===== src/core/twc_pkg.sv =====
// Purpose: Shared constants for the console typewriter channel controller.
// Assumes: Octal channel codes on a 12-bit word with an odd parity line.
// Notes: Every code and field position lives here, with the status reset value.
package twc_pkg;
    // ----------------------------------------------------------------
    // Function codes
    // ----------------------------------------------------------------
    localparam logic [11:0] FN_ARM_ABEND = 12'h001;
    localparam logic [11:0] FN_DISARM_ABEND = 12'h002;
    localparam logic [11:0] FN_CLR_INT = 12'h004;
    localparam logic [11:0] FN_ARM_MANUAL = 12'h008;
    localparam logic [11:0] FN_DISARM_MANUAL = 12'h010;
    // ----------------------------------------------------------------
    // Connect code fields and status bit positions
    // ----------------------------------------------------------------
    localparam int CONN_EQ_LSB = 9;
    localparam logic [8:0] CONN_LOW_ZERO = 9'h000;
    localparam int ST_READY = 0;
    localparam int ST_BUSY = 1;
    localparam int ST_UPPER = 2;
    localparam int ST_EOL = 5;
    localparam int ST_TPERR = 11;
    // ----------------------------------------------------------------
    // Character codes; the controller decodes only CH_CR, CH_UPPER and CH_LOWER
    // ----------------------------------------------------------------
    localparam logic [5:0] CH_SPACE = 6'h30;
    localparam logic [5:0] CH_BACKSPACE = 6'h31;
    localparam logic [5:0] CH_TAB = 6'h32;
    localparam logic [5:0] CH_CR = 6'h33;
    localparam logic [5:0] CH_UPPER = 6'h34;
    localparam logic [5:0] CH_LOWER = 6'h36;
    // Spaces past the margin stop after which end of line drops.
    localparam logic [3:0] EOL_DROP_SPACES = 4'h8;
    localparam logic [11:0] STATUS_RESET = 12'h000;
    typedef enum logic [1:0]
    {
        TWC_IDLE = 2'b00,
        TWC_PRINT = 2'b01,
        TWC_DONE = 2'b11
    } twc_state_t;
endpackage


===== src/core/twc_controller.sv =====
// Purpose: Console typewriter controller between a host data channel and
//          a typewriter mechanism.
// Assumes: All inputs but resetn_i synchronous to mclk_i; one 50 MHz clock.
// Notes: Channel strobes are one-cycle pulses; the mechanism takes one
//        character at a time and acknowledges with a check result.
module twc_controller
(
    input wire logic mclk_i,
    input wire logic resetn_i,
    input wire logic clk_en_i,
    input wire logic [2:0] equip_sel_i,
    input wire logic [11:0] chan_data_i,
    input wire logic chan_parity_i,
    input wire logic chan_connect_i,
    input wire logic chan_function_i,
    input wire logic chan_write_i,
    input wire logic chan_read_req_i,
    input wire logic chan_clear_i,
    input wire logic master_clear_i,
    input wire logic mech_power_i,
    input wire logic mech_ack_i,
    input wire logic mech_check_ok_i,
    input wire logic mech_at_margin_i,
    input wire logic mech_space_i,
    input wire logic mech_key_valid_i,
    input wire logic [5:0] mech_key_code_i,
    input wire logic manual_int_pb_i,
    input wire logic record_end_pushbutton_i,
    output logic chan_reply_o,
    output logic chan_reject_o,
    output logic chan_parity_err_o,
    output logic [11:0] chan_status_o,
    output logic chan_status_valid_o,
    output logic [11:0] chan_rdata_o,
    output logic chan_rdata_parity_o,
    output logic chan_rdata_valid_o,
    output logic chan_record_end_o,
    output logic [7:0] int_lines_o,
    output logic mech_char_valid_o,
    output logic [5:0] mech_char_o,
    output logic connected_indicator_o,
    output logic transmission_parity_indicator_o,
    output logic type_in_indicator_o
);
    // ----------------------------------------------------------------
    // Reset synchroniser and qualifiers
    // ----------------------------------------------------------------
    logic rst_meta_reg;
    logic rst_sync_reg;
    logic ce;
    logic par_ok;
    logic conn_req;
    logic fn_req;
    logic wr_req;
    logic clr_all;
    logic clr_chan;

    // Release is delayed two edges so no flop leaves reset on a runt edge.
    always_ff @(posedge mclk_i or negedge resetn_i)
    begin
        if (!resetn_i)
        begin
            rst_meta_reg <= 1'b0;
            rst_sync_reg <= 1'b0;
        end
        else
        begin
            rst_meta_reg <= 1'b1;
            rst_sync_reg <= rst_meta_reg;
        end
    end

    // Odd total over data plus parity line means a clean transfer.
    assign par_ok = ^{chan_data_i, chan_parity_i};
    assign ce = clk_en_i;
    assign conn_req = ce && chan_connect_i;
    assign fn_req = ce && chan_function_i;
    assign wr_req = ce && chan_write_i;
    assign clr_all = master_clear_i;
    assign clr_chan = chan_clear_i || master_clear_i;

    // ----------------------------------------------------------------
    // Connection, parity indicator and channel replies
    // ----------------------------------------------------------------
    logic connected_reg;
    logic xpar_reg;
    logic match;
    logic busy;
    logic [11:0] status_word;
    twc_pkg::twc_state_t state_reg;

    assign match = (chan_data_i[11:twc_pkg::CONN_EQ_LSB] == equip_sel_i)
        && (chan_data_i[twc_pkg::CONN_EQ_LSB-1:0]
            == twc_pkg::CONN_LOW_ZERO);

    // A connect with bad parity drops any existing connection.
    always_ff @(posedge mclk_i or negedge rst_sync_reg)
    begin
        if (!rst_sync_reg)
            connected_reg <= 1'b0;
        else if (ce && clr_chan)
            connected_reg <= 1'b0;
        else if (conn_req)
            connected_reg <= par_ok && match;
    end

    // The indicator stays lit until a clear, as software must resync.
    always_ff @(posedge mclk_i or negedge rst_sync_reg)
    begin
        if (!rst_sync_reg)
            xpar_reg <= 1'b0;
        else if ((conn_req || ((fn_req || wr_req) && connected_reg))
            && !par_ok)
            xpar_reg <= 1'b1;
        else if (ce && clr_chan)
            xpar_reg <= 1'b0;
    end

    // Replies, rejects, parity error pulses and the status word.
    always_ff @(posedge mclk_i or negedge rst_sync_reg)
    begin
        if (!rst_sync_reg)
        begin
            chan_reply_o <= 1'b0;
            chan_reject_o <= 1'b0;
            chan_parity_err_o <= 1'b0;
            chan_status_o <= twc_pkg::STATUS_RESET;
            chan_status_valid_o <= 1'b0;
        end
        else if (ce)
        begin
            chan_reply_o <= 1'b0;
            chan_reject_o <= 1'b0;
            chan_parity_err_o <= 1'b0;
            chan_status_valid_o <= chan_status_valid_o;
            if (clr_chan)
            begin
                chan_status_o <= twc_pkg::STATUS_RESET;
                chan_status_valid_o <= 1'b0;
            end
            else if (conn_req && par_ok && match)
            begin
                chan_reply_o <= 1'b1;
                chan_status_o <= status_word;
                chan_status_valid_o <= 1'b1;
            end
            else if (conn_req && par_ok)
            begin
                chan_reject_o <= 1'b1;
                chan_status_o <= status_word;
                chan_status_valid_o <= 1'b1;
            end
            else if (conn_req)
                chan_status_valid_o <= 1'b0;
            else if (fn_req && connected_reg)
            begin
                chan_parity_err_o <= !par_ok;
                chan_reply_o <= par_ok;
            end
            else if (fn_req)
                chan_reject_o <= 1'b1;
            else if (wr_req && connected_reg && !busy)
            begin
                chan_reply_o <= 1'b1;
                chan_parity_err_o <= !par_ok;
            end
            else if (wr_req)
                chan_reject_o <= 1'b1;
            else if (chan_status_valid_o)
                chan_status_o <= status_word;
        end
    end

    // ----------------------------------------------------------------
    // Function decode: interrupt arming
    // ----------------------------------------------------------------
    logic abend_arm_reg;
    logic man_arm_reg;
    logic fn_ok;

    assign fn_ok = fn_req && connected_reg && par_ok && !clr_chan;

    always_ff @(posedge mclk_i or negedge rst_sync_reg)
    begin
        if (!rst_sync_reg)
        begin
            abend_arm_reg <= 1'b0;
            man_arm_reg <= 1'b0;
        end
        else if (ce && clr_chan)
        begin
            abend_arm_reg <= 1'b0;
            man_arm_reg <= 1'b0;
        end
        else if (fn_ok)
        begin
            if (chan_data_i == twc_pkg::FN_ARM_ABEND)
                abend_arm_reg <= 1'b1;
            if (chan_data_i == twc_pkg::FN_DISARM_ABEND)
                abend_arm_reg <= 1'b0;
            if (chan_data_i == twc_pkg::FN_ARM_MANUAL)
                man_arm_reg <= 1'b1;
            if (chan_data_i == twc_pkg::FN_DISARM_MANUAL)
                man_arm_reg <= 1'b0;
        end
    end

    // ----------------------------------------------------------------
    // Write path to the mechanism
    // ----------------------------------------------------------------
    logic [5:0] last_char_reg;

    // One character at a time; busy spans handing off to the cycle after the ack.
    always_ff @(posedge mclk_i or negedge rst_sync_reg)
    begin
        if (!rst_sync_reg)
        begin
            state_reg <= twc_pkg::TWC_IDLE;
            mech_char_o <= 6'h00;
            mech_char_valid_o <= 1'b0;
            last_char_reg <= 6'h00;
        end
        else if (ce)
        begin
            if (clr_chan)
            begin
                state_reg <= twc_pkg::TWC_IDLE;
                mech_char_valid_o <= 1'b0;
            end
            else
            begin
                case (state_reg)
                    twc_pkg::TWC_IDLE:
                    begin
                        if (wr_req && connected_reg)
                        begin
                            mech_char_o <= chan_data_i[5:0];
                            last_char_reg <= chan_data_i[5:0];
                            mech_char_valid_o <= 1'b1;
                            state_reg <= twc_pkg::TWC_PRINT;
                        end
                    end
                    twc_pkg::TWC_PRINT:
                    begin
                        mech_char_valid_o <= 1'b0;
                        if (mech_ack_i)
                            state_reg <= twc_pkg::TWC_DONE;
                    end
                    twc_pkg::TWC_DONE:
                        state_reg <= twc_pkg::TWC_IDLE;
                    default:
                        state_reg <= twc_pkg::TWC_IDLE;
                endcase
            end
        end
    end

    // Function decode takes one cycle, so a function counts as busy then.
    assign busy = (state_reg != twc_pkg::TWC_IDLE) || fn_ok;

    // ----------------------------------------------------------------
    // Case shift, end of line and type parity tracking
    // ----------------------------------------------------------------
    logic upper_reg;
    logic eol_reg;
    logic tperr_reg;
    logic [3:0] past_cnt_reg;
    logic cr_done;
    logic ack_ok;

    assign ack_ok = ce && state_reg == twc_pkg::TWC_PRINT && mech_ack_i;
    assign cr_done = ack_ok && last_char_reg == twc_pkg::CH_CR;

    always_ff @(posedge mclk_i or negedge rst_sync_reg)
    begin
        if (!rst_sync_reg)
            upper_reg <= 1'b0;
        else if (ce && clr_all)
            upper_reg <= 1'b0;
        else if (ack_ok && last_char_reg == twc_pkg::CH_UPPER)
            upper_reg <= 1'b1;
        else if (ack_ok && last_char_reg == twc_pkg::CH_LOWER)
            upper_reg <= 1'b0;
    end

    // Reaching the stop sets end of line; no carrier return is issued.
    always_ff @(posedge mclk_i or negedge rst_sync_reg)
    begin
        if (!rst_sync_reg)
        begin
            eol_reg <= 1'b0;
            past_cnt_reg <= 4'h0;
        end
        else if (ce)
        begin
            if (clr_all || cr_done)
            begin
                eol_reg <= 1'b0;
                past_cnt_reg <= 4'h0;
            end
            else if (mech_at_margin_i && past_cnt_reg == 4'h0)
                eol_reg <= 1'b1;
            if (!clr_all && !cr_done && eol_reg && mech_space_i)
            begin
                past_cnt_reg <= past_cnt_reg + 4'h1;
                if (past_cnt_reg + 4'h1 >= twc_pkg::EOL_DROP_SPACES)
                    eol_reg <= 1'b0;
            end
        end
    end

    // Error wins over a carrier return landing in the same cycle.
    always_ff @(posedge mclk_i or negedge rst_sync_reg)
    begin
        if (!rst_sync_reg)
            tperr_reg <= 1'b0;
        else if (ack_ok && !mech_check_ok_i)
            tperr_reg <= 1'b1;
        else if (ce && (clr_all || cr_done))
            tperr_reg <= 1'b0;
    end

    always_comb
    begin
        status_word = twc_pkg::STATUS_RESET;
        status_word[twc_pkg::ST_READY] = mech_power_i;
        status_word[twc_pkg::ST_BUSY] = busy;
        status_word[twc_pkg::ST_UPPER] = upper_reg;
        status_word[twc_pkg::ST_EOL] = eol_reg;
        status_word[twc_pkg::ST_TPERR] = tperr_reg;
    end

    // ----------------------------------------------------------------
    // Interrupt, read data and panel signals
    // ----------------------------------------------------------------
    logic int_reg;
    logic int_set;
    logic eol_q_reg;
    logic tperr_q_reg;

    // Abnormal-end fires on new error or margin arrival; manual anytime.
    assign int_set = (abend_arm_reg && ((eol_reg && !eol_q_reg)
        || (tperr_reg && !tperr_q_reg)))
        || (man_arm_reg && manual_int_pb_i);

    always_ff @(posedge mclk_i or negedge rst_sync_reg)
    begin
        if (!rst_sync_reg)
        begin
            int_reg <= 1'b0;
            eol_q_reg <= 1'b0;
            tperr_q_reg <= 1'b0;
        end
        else if (ce)
        begin
            eol_q_reg <= eol_reg;
            tperr_q_reg <= tperr_reg;
            if (int_set)
                int_reg <= 1'b1;
            else if (clr_chan)
                int_reg <= 1'b0;
            else if (fn_ok && chan_data_i == twc_pkg::FN_CLR_INT)
                int_reg <= 1'b0;
        end
    end

    // One-hot line chosen by the switch setting.
    assign int_lines_o = {7'h00, int_reg} << equip_sel_i;

    // Keyed characters go up with odd parity when input is requested.
    always_ff @(posedge mclk_i or negedge rst_sync_reg)
    begin
        if (!rst_sync_reg)
        begin
            chan_rdata_o <= 12'h000;
            chan_rdata_parity_o <= 1'b0;
            chan_rdata_valid_o <= 1'b0;
            chan_record_end_o <= 1'b0;
        end
        else if (ce)
        begin
            chan_rdata_valid_o <= connected_reg && chan_read_req_i
                && mech_key_valid_i && !clr_chan;
            chan_record_end_o <= connected_reg && !clr_chan
                && record_end_pushbutton_i;
            if (mech_key_valid_i)
            begin
                chan_rdata_o <= {6'h00, mech_key_code_i};
                chan_rdata_parity_o <= ~^mech_key_code_i;
            end
        end
    end

    assign connected_indicator_o = connected_reg;
    assign transmission_parity_indicator_o = xpar_reg;
    assign type_in_indicator_o = connected_reg && chan_read_req_i;
endmodule


===== config.mk =====
export PLATFORM = sky130hd
export DESIGN_NAME = twc_controller
export DESIGN_NICKNAME = d
export VERILOG_FILES = /design/src/core/twc_pkg.sv /design/src/core/twc_controller.sv
export SDC_FILE = /design/constraint.sdc
export NUM_CORES = 1
export LEC_CHECK = 0
export BUFFER_PORTS_ARGS = -buffer_cell sky130_fd_sc_hd__buf_2
export CAP_MARGIN = 15
export CORE_MARGIN = 1
export CORE_UTILIZATION = 45
export DETAILED_ROUTE_END_ITERATION = 8
export GPL_TIMING_DRIVEN = 0
export HOLD_SLACK_MARGIN = 0.08
export PLACE_DENSITY_LB_ADDON = 0.05
export SYNTH_ARGS = -nofsm -noshare
export SYNTH_HDL_FRONTEND = slang
export SYNTH_SLANG_ARGS = --single-unit

===== constraint.sdc =====
create_clock -name mclk_i -period 1.25 [get_ports mclk_i]
set_input_delay 0.0625 -clock mclk_i [delete_from_list [all_inputs] [get_ports mclk_i]]
set_output_delay 0.0625 -clock mclk_i [all_outputs]
set_load 0.02 [all_outputs]

==> flow_metrics.env <==
export IMPL_gpl_final_weighted_congestion=0.787
export IMPL_ir_worst_vdd_uv=698
export IMPL_finClkSkew_ns=0.00640
export IMPL_wl_mm=6.19
export IMPL_most_common_layout_cells="buf_2, dfrtp_1, buf_4"
export IMPL_grt_start_max_net_pins=42
export IMPL_synthArstFlopShare=1.00
export IMPL_failed_checks="setup timing"
export IMPL_count_of_input_and_output_buffers=72
export IMPL_final_min_period_over_clock_period=1.39
export IMPL_timing_hold_worst_start="chan_data_i[4]"
export IMPL_netlist_area_um2=2470
export IMPL_yosysWarningCount=0
export IMPL_timing_critical_path_arrival_ns=1.93
export IMPL_register_area_um2=1080
export IMPL_hold_path_endpoint="last_char_reg[4]"
export IMPL_initial_core_utilization=0.475
export IMPL_cts_tree="done"
export IMPL_cts_root_to_sink_buffers=2
export IMPL_detailroute_via_count=2256
export IMPL_numCtsBuffers=5
export IMPL_number_of_maximum_capacitance_constraint_violations=0
export IMPL_floorplan_rows=26
export IMPL_timing_max_transition_violations_final=0
export IMPL_number_of_synthesized_register_bits=43
export IMPL_drt_wirelength_per_cell_um=13.9
export IMPL_viasPerCell=5.08
export IMPL_synth_yosys_seq_area_share=0.435
export IMPL_cts_root_buf="clkbuf_8"
export IMPL_crit_path_max_fanout=5
export IMPL_run_status="finished, violations left"
export IMPL_post_route_drc_count=0
export IMPL_slew_limit_headroom=0.407
export IMPL_ant_nets=0
export IMPL_grt_overflow_total=0
export IMPL_multi_input_area_um2=1490
export IMPL_final_setup_viol_count=26
export IMPL_tritoncts_num_sinks=43
export IMPL_synth_largest_area_cell="dfrtp_1"
export IMPL_fin_crit_ns=1.73
export IMPL_core_region_area_um2=5200
export IMPL_yosys_area_top_type_share=0.435
export IMPL_setup_worst_path_class="reg -> reg"
export IMPL_unique_cell_type_count_in_the_yosys_netlist=48
export IMPL_first_global_vias=2213
export IMPL_avgSynthCellArea_um2=9.88
export IMPL_setup_slack_ns=-0.485
export IMPL_io_pins=88
export IMPL_cellPowerDensity_nw_per_um2=1010
export IMPL_min_path_cells=2
export IMPL_grtUsageTotal=0.222
export IMPL_chip_height_um=76.1
export IMPL_global_route_wire_length_before_repair_mm=10.3
export IMPL_dp_worst_setup_slack_ns=-0.611
export IMPL_antennaDiodeCount=0
export IMPL_syn_inst=250
export IMPL_report_final_hold_viol_count=0
export IMPL_timing_critical_path_from_type="flip-flop"
export IMPL_detail_route_first_pass_iterations=4
export IMPL_worst_r2r_setup_slack_ns=-0.48
export IMPL_total_leakage_power_uw=0.00181
export IMPL_layout_filler_cells=418
export IMPL_finalPower_uw=3710
export IMPL_drt_first_iter_violations=144
export IMPL_finish_net_count=414
export IMPL_rsz0062_at_grt="yes"
export IMPL_clk_insertion_delay_late_ns=0.30
export IMPL_number_of_antenna_violations_at_the_first_check_in_global_routing=0
export IMPL_max_freq_mhz=577
export IMPL_r2r_cells=5
export IMPL_ctsHtreeMaxLevel=2
export IMPL_tightest_slew_ns=0.889
export IMPL_post_dp_hpwl_mm=4.06
export IMPL_top_area_cells_in_the_synthesized_netlist="dfrtp_1, mux2_2, buf_4, nand2_1, nor2_1"
export IMPL_rr_startpoint="last_char_reg[3]"
export IMPL_design_die_area_um2=5790
export IMPL_area_delta_synth_final_pct=49.0
export IMPL_worstSetupEndpointType="flip-flop"
export IMPL_cp_required_ns=1.45
export IMPL_dominantRegCellSynth="dfrtp_1"
export IMPL_path_clk_slew_ns=0.09
export IMPL_die_w_um=76.1
export IMPL_number_of_enable_type_register_cells_in_the_synthesized_netlist=0
export IMPL_worst_r2r_endpoint="past_cnt_reg[0]"
export IMPL_hold_path_class="in -> reg"
export IMPL_drive_gt1_frac=0.449
export IMPL_mostFrequentLayoutCell="buf_2"
[cells by family (layout without fill, tap and decap cells)]
| family | Yosys count | count (layout) | share of synthesized area |
|---|---|---|---|
| adder cells (fa/ha/maj) | 2 | 2 | 0.0101 |
| XOR/XNOR | 18 | 18 | 0.0841 |
| buffers and inverters | 38 | 150 | 0.0846 |
| multiplexers | 20 | 20 | 0.0886 |
| other | 2 | 14 | 0.00304 |
| AO/OA/AOI/OAI | 44 | 44 | 0.125 |
| flip-flops | 43 | 43 | 0.435 |
| AND/OR/NAND/NOR | 83 | 83 | 0.169 |
[synth_stat cells, drive strengths merged (6+ instances only)]
library cell	number
buf	17
nand3	7
nor2	21
inv	17
dfrtp	43
nand2	21
a21oi	6
o21ai	15
mux2	15
xnor2	10
[through the flow]
stage | TNS [ns] | hold slack [ns] | utilization | std cells | cell area [um2]
6_report | -4.15 | 0.102 | 0.707 | 444 | 3680
5_1_grt | -5.68 | 0.0990 | 0.707 | 444 | 3680
3_3_place_gp | -11.40 | -0.150 | 0.581 | 404 | 3030
3_5_place_dp | -12.12 | -0.149 | 0.581 | 404 | 3030
2_1_floorplan | -3.37 | -0.233 | - | 262 | 2580
4_1_cts | -4.54 | 0.0870 | 0.662 | 437 | 3450
[layout make-up]
class,count,share of cell area
Timing Repair Buffer,104,0.193
Clock buffer,6,0.0224
Inverter,17,0.0173
Sequential cell,43,0.294
Tap cell,70,0.0238
Clock inverter,2,0.00374
Multi-Input combinational cell,181,0.406
Buffer,21,0.0401
[power breakdown]
group          internal, uW  leakage [uW]  switching [uW]
sequential             1480      0.000568            83.9
combinational           581       0.00119             612
clock                   452     0.0000516             505
[worst max-delay path by stage]
stage               slack (ns)         endpoint  cells past startpoint              from
floorplan                -0.39  past_cnt_reg[0]                      5  last_char_reg[3]
global placement         -0.56  past_cnt_reg[0]                      5      state_reg[1]
detailed placement       -0.61    abend_arm_reg                      6    chan_data_i[5]
CTS                      -0.54  past_cnt_reg[0]                      5      state_reg[1]
global route             -0.58          eol_reg                      6  last_char_reg[3]
finish                   -0.48  past_cnt_reg[0]                      5  last_char_reg[3]
[worst max-delay path: stages (launching register included)]
cell      delay [ns]
dfrtp_2         0.41
nand3b_1        0.24
o41ai_4         0.46
or2_4           0.22
nor2_2          0.05
mux2_2          0.25
[per-layer routing]
| layer | vias to the layer above | wire [um] | global-route usage |
|---|---|---|---|
| met5 | - | 0 | 0 |
| met4 | 0 | 93 | 0.0712 |
| met3 | 9 | 309 | 0.0443 |
| met2 | 69 | 3070 | 0.378 |
| met1 | 1088 | 2720 | 0.283 |
| li1 | 1090 | - | - |
[what timing repair did]
item | CTS | global route
endpoints found under the hold margin | 16 | 1
cloned | 1 | 0
resized for setup | 21 | 41
hold buffers | 16 | 1
pin swaps | 6 | 22
endpoints found under the setup margin | 24 | 32
buffers inserted | 8 | 8
No activity file was read; power rests on OpenSTA's default activity.
